**config.mk**
```make
export PLATFORM = sky130hd
export DESIGN_NAME = agc_loop_ctrl
export DESIGN_NICKNAME = d
export VERILOG_FILES = /design/src/agc_pkg.sv /design/src/agc_cfg_if.sv /design/src/agc_axil_regs.sv /design/src/agc_freeze_timer.sv /design/src/agc_loop_ctrl.sv
export VERILOG_INCLUDE_DIRS = /design/src
export SDC_FILE = /design/constraint.sdc
export NUM_CORES = 1
export LEC_CHECK = 0
export ABC_AREA = 1
export BUFFER_PORTS_ARGS = -buffer_cell sky130_fd_sc_hd__buf_2
export CAP_MARGIN = 15
export CORE_AREA = 2 2 90 135
export DETAILED_ROUTE_END_ITERATION = 8
export DIE_AREA = 0 0 92 137
export PLACE_DENSITY = 0.69
export SLEW_MARGIN = 5
export SYNTH_ARGS = -nofsm -noshare
export SYNTH_HDL_FRONTEND = slang
export SYNTH_SLANG_ARGS = --single-unit
```
**constraint.sdc**
```tcl
create_clock -name clk_i -period 2.55 [get_ports clk_i]
set_input_delay 0.255 -clock clk_i [delete_from_list [all_inputs] [get_ports clk_i]]
set_output_delay 0.255 -clock clk_i [all_outputs]
set_load 0.005 [all_outputs]
```
**src/agc_defs.svh**
```systemverilog
/*
 Register indices, reset values, write masks, field positions, codes and
 timing constants of the gain loop control block.
 Assumes it is included by its bare name by every file that needs it.
*/
`ifndef AGC_DEFS_SVH
`define AGC_DEFS_SVH
// Register indices; the byte address on the bus is four times the index
`define AGC_IDX_K2HI 10'h030
`define AGC_IDX_PEAK 10'h031
`define AGC_IDX_SF 10'h032
`define AGC_IDX_CFG0 10'h033
`define AGC_IDX_STAT 10'h040
`define AGC_RST_PEAK 8'h42
`define AGC_RST_SF 8'h00
`define AGC_RST_CFG0 8'h2b
`define AGC_RST_K2HI 8'h00
`define AGC_MASK_PEAK 8'h77
`define AGC_MASK_SF 8'h3f
`define AGC_MASK_CFG0 8'h7f
`define AGC_MASK_K2HI 8'h0f
`define AGC_UP_MSB 6
`define AGC_UP_LSB 4
`define AGC_DN_MSB 2
`define AGC_DN_LSB 0
`define AGC_RESTART_BIT 5
`define AGC_FRZ_MSB 4
`define AGC_FRZ_LSB 2
`define AGC_START_MSB 1
`define AGC_START_LSB 0
`define AGC_DGC_MSB 6
`define AGC_DGC_LSB 4
`define AGC_HYS_MSB 3
`define AGC_HYS_LSB 2
`define AGC_GAIN_MSB 1
`define AGC_GAIN_LSB 0
`define AGC_K2HI_MSB 3
`define AGC_K2HI_LSB 0
`define AGC_START_OFF 2'h0
`define AGC_START_DIRECT 2'h1
`define AGC_START_RSSI 2'h2
`define AGC_START_RECOG 2'h3
`define AGC_FRZ_STAY 3'h0
`define AGC_FRZ_RSSI 3'h1
`define AGC_FRZ_RECOG 3'h2
`define AGC_FRZ_SYNC 3'h3
`define AGC_FRZ_MANUAL 3'h4
`define AGC_GAIN_0DB 2'h0
`define AGC_GAIN_15DB 2'h1
`define AGC_GAIN_30DB 2'h2
`define AGC_GAIN_AUTO 2'h3
`define AGC_ATTEN_0 5'h00
`define AGC_ATTEN_15 5'h0f
`define AGC_ATTEN_30 5'h1e
// Hysteresis in 0.1 dB units
`define AGC_HYS_0 9'h080
`define AGC_HYS_1 9'h0ab
`define AGC_HYS_2 9'h0d5
`define AGC_HYS_3 9'h100
// Gain correction in 0.5 dB units, 14.5 dB at code zero
`define AGC_DGC_BASE 6'h1d
`define AGC_UP_OFS 4'h1
`define AGC_DN_OFS 4'h2
`define AGC_BASE_DIV 3'h4
`define AGC_RESP_OKAY 2'h0
`define AGC_RESP_SLVERR 2'h2
`endif

```
**src/agc_pkg.sv**
```systemverilog
/*
 Types of the gain loop control block.
 Assumes nothing of its surroundings.
*/
`default_nettype none
package agc_pkg;
	typedef enum logic [2:0] {
		st_off, st_wait, st_run, st_delay, st_frozen
	} agc_state_t;
	typedef logic [1:0] agc_resp_t;
endpackage
`default_nettype wire

```
**src/agc_cfg_if.sv**
```systemverilog
/*
 Carrier between the register slave and the loop core.
 Assumes one clock domain; sf_wr is a one-cycle pulse.
*/
`timescale 1ns/1ps
`default_nettype none
interface agc_cfg_if;
	logic [7:0] peak;
	logic [7:0] sf;
	logic [7:0] cfg0;
	logic [7:0] k2hi;
	logic sf_wr;
	logic [7:0] status;
	modport regs(output peak, output sf, output cfg0, output k2hi,
		output sf_wr, input status);
	modport core(input peak, input sf, input cfg0, input k2hi,
		input sf_wr, output status);
endinterface
`default_nettype wire

```
**src/agc_axil_regs.sv**
```systemverilog
/*
 AXI4-Lite slave holding the configuration registers.
 Assumes a master that keeps one write and one read under way at most.
*/
`timescale 1ns/1ps
`default_nettype none
`include "agc_defs.svh"
module agc_axil_regs (
	// Clock and reset
	input wire logic clk_i,
	input wire logic nrst_i,
	// AXI4-Lite slave
	input wire logic [11:0] s_axi_awaddr_i,
	input wire logic s_axi_awvalid_i,
	output logic s_axi_awready_o,
	input wire logic [31:0] s_axi_wdata_i,
	input wire logic [3:0] s_axi_wstrb_i,
	input wire logic s_axi_wvalid_i,
	output logic s_axi_wready_o,
	output agc_pkg::agc_resp_t s_axi_bresp_o,
	output logic s_axi_bvalid_o,
	input wire logic s_axi_bready_i,
	input wire logic [11:0] s_axi_araddr_i,
	input wire logic s_axi_arvalid_i,
	output logic s_axi_arready_o,
	output logic [31:0] s_axi_rdata_o,
	output agc_pkg::agc_resp_t s_axi_rresp_o,
	output logic s_axi_rvalid_o,
	input wire logic s_axi_rready_i,
	// Core side
	agc_cfg_if.regs cfg
);
	import agc_pkg::*;
	logic aw_full_r, w_full_r, do_wr, wr_hit, rd_hit;
	logic [9:0] aw_idx_r;
	logic [7:0] wbyte_r, rd_byte;
	logic wstb_r;
	logic [7:0] peak_r, sf_r, cfg0_r, k2hi_r;

	assign s_axi_awready_o = !aw_full_r && !s_axi_bvalid_o;
	assign s_axi_wready_o = !w_full_r && !s_axi_bvalid_o;
	assign s_axi_arready_o = !s_axi_rvalid_o;
	assign do_wr = aw_full_r && w_full_r;
	assign wr_hit = aw_idx_r == `AGC_IDX_PEAK || aw_idx_r == `AGC_IDX_SF ||
		aw_idx_r == `AGC_IDX_CFG0 || aw_idx_r == `AGC_IDX_K2HI;

	always_ff @(posedge clk_i) begin
		if (!nrst_i) begin
			aw_full_r <= 1'b0;
			w_full_r <= 1'b0;
			aw_idx_r <= 10'h000;
			wbyte_r <= 8'h00;
			wstb_r <= 1'b0;
		end else begin
			if (s_axi_awvalid_i && s_axi_awready_o) begin
				aw_full_r <= 1'b1;
				aw_idx_r <= s_axi_awaddr_i[11:2];
			end else if (do_wr) begin
				aw_full_r <= 1'b0;
			end
			if (s_axi_wvalid_i && s_axi_wready_o) begin
				w_full_r <= 1'b1;
				wbyte_r <= s_axi_wdata_i[7:0];
				wstb_r <= s_axi_wstrb_i[0];
			end else if (do_wr) begin
				w_full_r <= 1'b0;
			end
		end
	end

	always_ff @(posedge clk_i) begin
		if (!nrst_i) begin
			s_axi_bvalid_o <= 1'b0;
			s_axi_bresp_o <= `AGC_RESP_OKAY;
		end else if (do_wr) begin
			s_axi_bvalid_o <= 1'b1;
			s_axi_bresp_o <= wr_hit ? `AGC_RESP_OKAY : `AGC_RESP_SLVERR;
		end else if (s_axi_bready_i) begin
			s_axi_bvalid_o <= 1'b0;
		end
	end

	// Only byte lane 0 carries data; reserved bits are masked to zero
	always_ff @(posedge clk_i) begin
		if (!nrst_i) begin
			peak_r <= `AGC_RST_PEAK;
			sf_r <= `AGC_RST_SF;
			cfg0_r <= `AGC_RST_CFG0;
			k2hi_r <= `AGC_RST_K2HI;
			cfg.sf_wr <= 1'b0;
		end else begin
			cfg.sf_wr <= do_wr && wstb_r && aw_idx_r == `AGC_IDX_SF;
			if (do_wr && wstb_r) begin
				if (aw_idx_r == `AGC_IDX_PEAK)
					peak_r <= wbyte_r & `AGC_MASK_PEAK;
				if (aw_idx_r == `AGC_IDX_SF)
					sf_r <= wbyte_r & `AGC_MASK_SF;
				if (aw_idx_r == `AGC_IDX_CFG0)
					cfg0_r <= wbyte_r & `AGC_MASK_CFG0;
				if (aw_idx_r == `AGC_IDX_K2HI)
					k2hi_r <= wbyte_r & `AGC_MASK_K2HI;
			end
		end
	end

	always_comb begin
		rd_hit = 1'b1;
		rd_byte = 8'h00;
		case (s_axi_araddr_i[11:2])
			`AGC_IDX_PEAK: rd_byte = peak_r;
			`AGC_IDX_SF: rd_byte = sf_r;
			`AGC_IDX_CFG0: rd_byte = cfg0_r;
			`AGC_IDX_K2HI: rd_byte = k2hi_r;
			`AGC_IDX_STAT: rd_byte = cfg.status;
			default: rd_hit = 1'b0;
		endcase
	end

	always_ff @(posedge clk_i) begin
		if (!nrst_i) begin
			s_axi_rvalid_o <= 1'b0;
			s_axi_rdata_o <= 32'h0000_0000;
			s_axi_rresp_o <= `AGC_RESP_OKAY;
		end else if (s_axi_arvalid_i && s_axi_arready_o) begin
			s_axi_rvalid_o <= 1'b1;
			s_axi_rdata_o <= {24'h00_0000, rd_byte};
			s_axi_rresp_o <= rd_hit ? `AGC_RESP_OKAY : `AGC_RESP_SLVERR;
		end else if (s_axi_rready_i) begin
			s_axi_rvalid_o <= 1'b0;
		end
	end

	assign cfg.peak = peak_r;
	assign cfg.sf = sf_r;
	assign cfg.cfg0 = cfg0_r;
	assign cfg.k2hi = k2hi_r;
endmodule // agc_axil_regs
`default_nettype wire

```
**src/agc_freeze_timer.sv**
```systemverilog
/*
 Freeze delay counter: base tick is four predecimation strobes, and
 done rises once the number of base ticks equals the division ratio.
 Assumes en_i is held high for the whole wait and low otherwise.
*/
`timescale 1ns/1ps
`default_nettype none
`include "agc_defs.svh"
module agc_freeze_timer (
	// Clock and reset
	input wire logic clk_i,
	input wire logic nrst_i,
	// Control
	input wire logic en_i,
	input wire logic strobe_i,
	input wire logic [7:0] ratio_i,
	output logic done_o
);
	logic [1:0] pre_r;
	logic [7:0] cnt_r;
	logic tick;

	assign tick = en_i && strobe_i &&
		pre_r == 2'(`AGC_BASE_DIV - 3'h1); // RL13
	assign done_o = en_i && cnt_r == ratio_i; // RL13

	always_ff @(posedge clk_i) begin
		if (!nrst_i || !en_i)
			pre_r <= 2'h0;
		else if (strobe_i)
			pre_r <= pre_r + 2'h1;
	end

	always_ff @(posedge clk_i) begin
		if (!nrst_i || !en_i)
			cnt_r <= 8'h00;
		else if (tick && !done_o)
			cnt_r <= cnt_r + 8'h01;
	end
endmodule // agc_freeze_timer
`default_nettype wire

```
**src/agc_loop_ctrl.sv**
```systemverilog
/*
 Top of the gain loop control block: configuration registers over
 AXI4-Lite, start/freeze sequencing of the loop and decoded settings.
 Assumes all receiver events are single-cycle pulses synchronous to
 clk_i, and that the low coefficient byte and freeze delay ratio come
 from registers kept elsewhere.
*/
// Added by the designer: register access over AXI4-Lite.
// Notes on behaviour
// (RL1) Integrator 2 gain is high nibble joined above low coefficient byte.
// (RL2) Attack factor code n means a shift of n plus one.
// (RL3) Decay factor code n means a shift of n plus two, beside attack.
// (RL4) Restart enable re-arms loop at each configuration start in polling.
// (RL5) Restart enable also re-arms loop on hold exit in slave run; the code re-arms there only while pll_hold_init_i is high.
// (RL6) Freeze codes one to three freeze after delay following event.
// (RL7) Freeze code four freezes only on software manual freeze command.
// (RL8) Software should pick the same level criterion as wake-up.
// (RL9) Start code selects off, direct, RSSI event or recognition event.
// (RL10) Gain correction is 14.5 dB plus half dB per code step.
// (RL11) Hysteresis is 12.8, 17.1, 21.3 or 25.6 dB by code.
// (RL12) Gain code fixes 0, -15, -30 dB or selects automatic gain.
// (RL13) Freeze delay counts ratio base ticks of four predecimation strobes.
// (RL14) A frozen loop holds gain until restart or new start.
`timescale 1ns/1ps
`default_nettype none
`include "agc_defs.svh"
module agc_loop_ctrl (
	// Clock and reset
	input wire logic clk_i,
	input wire logic nrst_i,
	// AXI4-Lite slave
	input wire logic [11:0] s_axi_awaddr_i,
	input wire logic s_axi_awvalid_i,
	output logic s_axi_awready_o,
	input wire logic [31:0] s_axi_wdata_i,
	input wire logic [3:0] s_axi_wstrb_i,
	input wire logic s_axi_wvalid_i,
	output logic s_axi_wready_o,
	output agc_pkg::agc_resp_t s_axi_bresp_o,
	output logic s_axi_bvalid_o,
	input wire logic s_axi_bready_i,
	input wire logic [11:0] s_axi_araddr_i,
	input wire logic s_axi_arvalid_i,
	output logic s_axi_arready_o,
	output logic [31:0] s_axi_rdata_o,
	output agc_pkg::agc_resp_t s_axi_rresp_o,
	output logic s_axi_rvalid_o,
	input wire logic s_axi_rready_i,
	// Settings kept elsewhere
	input wire logic [7:0] integ2_coef_low_i,
	input wire logic [7:0] freeze_delay_ratio_i,
	input wire logic manual_gain_freeze_i,
	input wire logic pll_hold_init_i,
	// Receiver sequencing and events
	input wire logic self_polling_i,
	input wire logic config_start_i,
	input wire logic slave_run_i,
	input wire logic hold_exit_i,
	input wire logic rssi_event_i,
	input wire logic sig_recog_i,
	input wire logic symbol_sync_i,
	input wire logic predec_strobe_i,
	// Decoded settings
	output logic [11:0] integ2_coef_o,
	output logic [3:0] peak_attack_shift_o,
	output logic [3:0] peak_decay_shift_o,
	output logic [5:0] rssi_gain_corr_o,
	output logic [8:0] hysteresis_o,
	output logic gain_auto_o,
	output logic [4:0] gain_atten_o,
	// Loop state
	output logic loop_active_o,
	output logic loop_frozen_o
);
	import agc_pkg::*;

	agc_cfg_if cfg();
	agc_state_t state_r, state_nxt, arm_state;
	logic [2:0] up_code, dn_code, frz_code, dgc_code;
	logic [1:0] start_code, hys_code, gain_code;
	logic restart_en, cfg_restart, hold_restart, restart;
	logic start_hit, frz_event, frz_delayed, frz_manual, delay_done;
	logic active_r, frozen_r;

	agc_axil_regs u_regs (
		.clk_i(clk_i),
		.nrst_i(nrst_i),
		.s_axi_awaddr_i(s_axi_awaddr_i),
		.s_axi_awvalid_i(s_axi_awvalid_i),
		.s_axi_awready_o(s_axi_awready_o),
		.s_axi_wdata_i(s_axi_wdata_i),
		.s_axi_wstrb_i(s_axi_wstrb_i),
		.s_axi_wvalid_i(s_axi_wvalid_i),
		.s_axi_wready_o(s_axi_wready_o),
		.s_axi_bresp_o(s_axi_bresp_o),
		.s_axi_bvalid_o(s_axi_bvalid_o),
		.s_axi_bready_i(s_axi_bready_i),
		.s_axi_araddr_i(s_axi_araddr_i),
		.s_axi_arvalid_i(s_axi_arvalid_i),
		.s_axi_arready_o(s_axi_arready_o),
		.s_axi_rdata_o(s_axi_rdata_o),
		.s_axi_rresp_o(s_axi_rresp_o),
		.s_axi_rvalid_o(s_axi_rvalid_o),
		.s_axi_rready_i(s_axi_rready_i),
		.cfg(cfg.regs)
	);

	agc_freeze_timer u_timer (
		.clk_i(clk_i),
		.nrst_i(nrst_i),
		.en_i(state_r == st_delay),
		.strobe_i(predec_strobe_i),
		.ratio_i(freeze_delay_ratio_i),
		.done_o(delay_done)
	);

	assign up_code = cfg.peak[`AGC_UP_MSB:`AGC_UP_LSB];
	assign dn_code = cfg.peak[`AGC_DN_MSB:`AGC_DN_LSB];
	assign restart_en = cfg.sf[`AGC_RESTART_BIT];
	assign frz_code = cfg.sf[`AGC_FRZ_MSB:`AGC_FRZ_LSB];
	assign start_code = cfg.sf[`AGC_START_MSB:`AGC_START_LSB];
	assign dgc_code = cfg.cfg0[`AGC_DGC_MSB:`AGC_DGC_LSB];
	assign hys_code = cfg.cfg0[`AGC_HYS_MSB:`AGC_HYS_LSB];
	assign gain_code = cfg.cfg0[`AGC_GAIN_MSB:`AGC_GAIN_LSB];

	assign cfg_restart = restart_en && self_polling_i &&
		config_start_i; // RL4
	assign hold_restart = restart_en && pll_hold_init_i && slave_run_i &&
		hold_exit_i; // RL5
	assign restart = cfg_restart || hold_restart;

	always_comb begin
		unique case (start_code)
			`AGC_START_OFF: start_hit = 1'b0; // RL9
			`AGC_START_DIRECT: start_hit = 1'b1; // RL9
			`AGC_START_RSSI: start_hit = rssi_event_i; // RL9
			`AGC_START_RECOG: start_hit = sig_recog_i; // RL9
		endcase
	end

	// Unused freeze codes behave as stay on
	always_comb begin
		frz_event = 1'b0;
		frz_delayed = 1'b0;
		frz_manual = 1'b0;
		unique case (frz_code)
			`AGC_FRZ_STAY: frz_event = 1'b0; // RL6
			`AGC_FRZ_RSSI: begin
				frz_delayed = 1'b1;
				frz_event = rssi_event_i; // RL6
			end
			`AGC_FRZ_RECOG: begin
				frz_delayed = 1'b1;
				frz_event = sig_recog_i; // RL6
			end
			`AGC_FRZ_SYNC: begin
				frz_delayed = 1'b1;
				frz_event = symbol_sync_i; // RL6
			end
			`AGC_FRZ_MANUAL: frz_manual = 1'b1; // RL7
			default: frz_event = 1'b0;
		endcase
	end

	assign arm_state = (start_code == `AGC_START_DIRECT) ? st_run : st_wait;

	// A write to the start/freeze register re-arms the loop as a new start
	always_comb begin
		state_nxt = state_r;
		if (start_code == `AGC_START_OFF) begin
			state_nxt = st_off; // RL9
		end else if (restart || cfg.sf_wr || state_r == st_off) begin
			state_nxt = arm_state; // RL4 RL5
		end else begin
			unique case (state_r)
				st_wait: if (start_hit) state_nxt = st_run; // RL9
				st_run: begin
					if (frz_manual && manual_gain_freeze_i)
						state_nxt = st_frozen; // RL7
					else if (frz_delayed && frz_event)
						state_nxt = st_delay; // RL6
				end
				st_delay: if (delay_done) state_nxt = st_frozen; // RL13
				st_off, st_frozen: state_nxt = state_r; // RL14
			endcase
		end
	end

	always_ff @(posedge clk_i) begin
		if (!nrst_i)
			state_r <= st_off;
		else
			state_r <= state_nxt;
	end

	// Delay state still adapts gain; only frozen holds it
	always_ff @(posedge clk_i) begin
		if (!nrst_i) begin
			active_r <= 1'b0;
			frozen_r <= 1'b0;
		end else begin
			active_r <= state_nxt == st_run || state_nxt == st_delay;
			frozen_r <= state_nxt == st_frozen; // RL14
		end
	end

	assign loop_active_o = active_r;
	assign loop_frozen_o = frozen_r;
	assign cfg.status = {4'h0, state_r == st_delay, state_r == st_wait,
		frozen_r, active_r};

	// Decoded settings follow the registers one cycle later
	always_ff @(posedge clk_i) begin
		integ2_coef_o <= {cfg.k2hi[`AGC_K2HI_MSB:`AGC_K2HI_LSB],
			integ2_coef_low_i}; // RL1
		peak_attack_shift_o <= {1'b0, up_code} + `AGC_UP_OFS; // RL2
		peak_decay_shift_o <= {1'b0, dn_code} + `AGC_DN_OFS; // RL3
		rssi_gain_corr_o <= `AGC_DGC_BASE + {3'h0, dgc_code}; // RL10
	end

	always_ff @(posedge clk_i) begin
		unique case (hys_code)
			2'h0: hysteresis_o <= `AGC_HYS_0; // RL11
			2'h1: hysteresis_o <= `AGC_HYS_1; // RL11
			2'h2: hysteresis_o <= `AGC_HYS_2; // RL11
			2'h3: hysteresis_o <= `AGC_HYS_3; // RL11
		endcase
	end

	always_ff @(posedge clk_i) begin
		gain_auto_o <= gain_code == `AGC_GAIN_AUTO; // RL12
		unique case (gain_code)
			`AGC_GAIN_0DB: gain_atten_o <= `AGC_ATTEN_0; // RL12
			`AGC_GAIN_15DB: gain_atten_o <= `AGC_ATTEN_15; // RL12
			`AGC_GAIN_30DB: gain_atten_o <= `AGC_ATTEN_30; // RL12
			`AGC_GAIN_AUTO: gain_atten_o <= `AGC_ATTEN_0; // RL12
		endcase
	end
endmodule // agc_loop_ctrl
`default_nettype wire

```
==> flow_metrics.tcl <==
set metrics [dict create \
    netlist_instances 558 \
    antenna_found_initial 0 \
    worstHoldPathType "primary input to register" \
    max_slew_margin_pct 65.6 \
    final_layout_size_suffix_gt1_share_pct 22.8 \
    fmax_ghz 0.594 \
    post-place-ws_ns 0.885 \
    reg2reg_slack_ns 0.87 \
    num-fill-cells 1173 \
    synth_top_area_cell "dfxtp_1" \
    drt_iter0_drc 211 \
    p_leak_nw 2.52 \
    finalHoldViolCount 0 \
    ys_warn_count 0 \
    syn2layout_area_growth_pct 20.1 \
    swShare_pct 24.5 \
    reg2reg_depth 8 \
    r2r-end "u_timer.cnt_r[6]" \
    p_int_w 0.00246 \
    ios 177 \
    cts.sink_count 105 \
    critPathMaxFanout 11 \
    nNetsFinal 778 \
    clk_latency_ns 0.35 \
    drc_errors 0 \
    grt_max_degree 48 \
    final_common_cell "buf_2" \
    status "finished, final reports clean" \
    max_stage_delay_ns 0.40 \
    hpwl_mm 7.98 \
    clock_skew_ns 0.00922 \
    cap_viol_max_count 0 \
    dieHeight_microns 137 \
    die_w_microns 92 \
    grt_pass1_wl_mm 16.2 \
    critPathBufInv 1 \
    syn_area_sq_mm 0.00447 \
    register_area_sq_mm 0.00210 \
    path_class "register to register" \
    final_antenna_net_count 0 \
    setup_violations 0 \
    p_clk_share_pct 40.7 \
    tightestPinTransition_ns 0.515 \
    path_cells "inv_2 > nor2_4 > nand2_2 > nor3b_4 > nand2_2 > nor2_1 > nand2_1 > a21oi_1" \
    multi_input_area_sq_mm 0.00186 \
    mostFrequentLayoutCells "buf_2 (117), dfxtp_1 (105), nand2_1 (80), inv_1 (76), a21oi_1 (55)" \
    synth_cell_types 34 \
    wl_mm 10.2 \
    path_delay_family "simple AND/OR/NAND/NOR gates" \
    p_sw_w 0.000796 \
    cp-end-kind "register" \
    peakVddDrop_mv 0.306 \
    vias 3840 \
    ys_ff_latch 105 \
    power.share.sequential_pct 52.4 \
    timing.final.ws_setup_ns 0.866 \
    grt_pass1_vias 3583 \
    p_comb_share_pct 6.9 \
    yosys-top-cells-area "dfxtp_1 (47%), nand2_1 (6.7%), inv_1 (6.4%), a21oi_1 (6.2%), buf_4 (5.5%)" \
    diodes 0 \
    hold_path_depth 1 \
    tns_ns 0 \
    numPortBuffers 117 \
    h-tree-depth 3 \
    row_count 48 \
    vias_per_cell 4.65 \
    finalCriticalPeriod_ns 1.68 \
    r2r_start "state_r[1]" \
    syn_area_per_cell_sq_um 8.02 \
    whs_endpoint "integ2_coef_o[2]" \
    period_share_pct 66.0 \
    gp_congestion 0.832 \
    cts_buffer_depth 2 \
    critPathRequiredTime_ns 2.82 \
    arrival_ns 1.96 \
    grt_overflow 0 \
    ctsResizeCount 0 \
    cp_slowest_cell "dfxtp_1" \
    start_util_pct 39.2 \
    first_pass_iters 5 \
    worstSetupStartpointType "register" \
    synth_top_cell_area_share_pct 47.0 \
    cts_buffers 9 \
    slew_violations 0 \
    ys_seq_area_share_pct 47.0 \
    rsz0062_at_grt "no" \
    coreArea_sq_mm 0.0114 \
    cts_tree "built" \
    dieArea_sq_mm 0.0126 \
    hold_start "integ2_coef_low_i[2]" \
    grt.total_usage_pct 16.3 \
    root_buffer "clkbuf_16" \
    worst_path_most_repeated_cell "nand2_2" \
    power_density_mw_per_mm2 606 \
    wl_per_cell_microns 12.3 \
    path_clk_slew_ns 0.07 \
]
area by class of cell:
type	instances	area share [%]
clock buffer	9	4.19
clock inverter	6	1.23
inverter	78	5.45
multi-input combinational	355	34.5
sequential	105	39.1
tap	150	3.49
timing repair buffer	123	12.0
per-layer routing:
| layer | global-route usage [%] | vias up | wire (microns) |
|---|---|---|---|
| li1 | - | 1967 | - |
| met1 | 16.8 | 1710 | 3830 |
| met2 | 31.7 | 146 | 5490 |
| met3 | 3.25 | 17 | 618 |
| met4 | 7.05 | 0 | 235 |
| met5 | 0 | - | 0 |
power groups by stage:
stage               Combinational (W)  Clock [W]  Sequential [W]
floorplan                    0.000155          0         0.00174
global placement             0.000216          0         0.00174
detailed placement           0.000220          0         0.00174
CTS                          0.000225    0.00135         0.00170
global route                 0.000261    0.00142         0.00171
finish                       0.000225    0.00132         0.00170
cells in the mapped netlist, drive strengths merged:
| library cell | instances |
|---|---|
| or2 | 2 |
| nand4 | 10 |
| xnor2 | 7 |
| o21a | 1 |
| a21oi | 55 |
| conb | 1 |
| o211ai | 8 |
| nor3b | 1 |
| xor2 | 5 |
| nor3 | 11 |
| inv | 78 |
| buf | 38 |
| o21ai | 47 |
| clkbuf | 8 |
| ha | 13 |
| nor2 | 53 |
| dfxtp | 105 |
| nand3b | 1 |
| nand2 | 84 |
| a31oi | 2 |
| o22ai | 4 |
| nand3 | 24 |
per-stage QoR:
step | utilization, % | cell area, sq um | hold WS (ns) | cells | power (W)
floorplan | - | 4570 | 0.283 | 584 | 0.00190
global placement | 44.1 | 5030 | 0.341 | 806 | 0.00196
detailed placement | 44.1 | 5030 | 0.336 | 806 | 0.00196
CTS | 47.0 | 5360 | 0.00165 | 825 | 0.00328
global route | 47.1 | 5370 | 0.00134 | 826 | 0.00339
finish | 47.1 | 5370 | 0.00851 | 826 | 0.00325
registers in the layout, summed over array words and instances (netlist names), 2 cells and up:
signal / count
u_regs.cfg.peak: 6
u_regs.wbyte_r: 7
gain_atten_o: 3
u_regs.s_axi_rdata_o: 7
state_r: 3
rssi_gain_corr_o: 6
u_regs.cfg.k2hi: 4
u_timer.cnt_r: 8
u_regs.cfg.cfg0: 7
peak_attack_shift_o: 4
u_regs.aw_idx_r: 10
integ2_coef_o: 12
u_timer.pre_r: 2
peak_decay_shift_o: 4
hysteresis_o: 5
u_regs.cfg.sf: 6
cell families after synthesis:
| logic type | synth area share [%] |
|---|---|
| simple gates | 19.0 |
| fa+ha+maj | 3.64 |
| xor+xnor | 2.52 |
| other cells | 0.0838 |
| buf+inv | 13.7 |
| compound gates | 14.0 |
| flops | 47.0 |
worst register-to-register path: cells and delay by family (launching register included):
kind | cells | cell delay, ns
simple gates | 6 | 0.97
compound gates | 1 | 0.15
flops | 1 | 0.40
buf+inv | 1 | 0.09
worst max-delay path by stage:
stage | start | end | slack (ns) | cells past startpoint
global route | u_regs.aw_idx_r[7] | u_regs.cfg.k2hi[3] | 0.68 | 6
detailed placement | u_regs.w_full_r | u_regs.cfg.cfg0[6] | 0.88 | 7
CTS | state_r[1] | u_timer.cnt_r[6] | 0.86 | 8
floorplan | u_regs.aw_idx_r[9] | u_regs.cfg.peak[5] | 1.19 | 7
finish | state_r[1] | u_timer.cnt_r[6] | 0.87 | 8
global placement | u_regs.aw_idx_r[9] | u_regs.cfg.cfg0[6] | 0.94 | 5
repair_timing:
item | CTS | global route
hold buffers | 4 | 1
setup buffers | 0 | 0
hold endpoints to repair | 4 | 1
No activity file was read; power rests on OpenSTA's default activity.
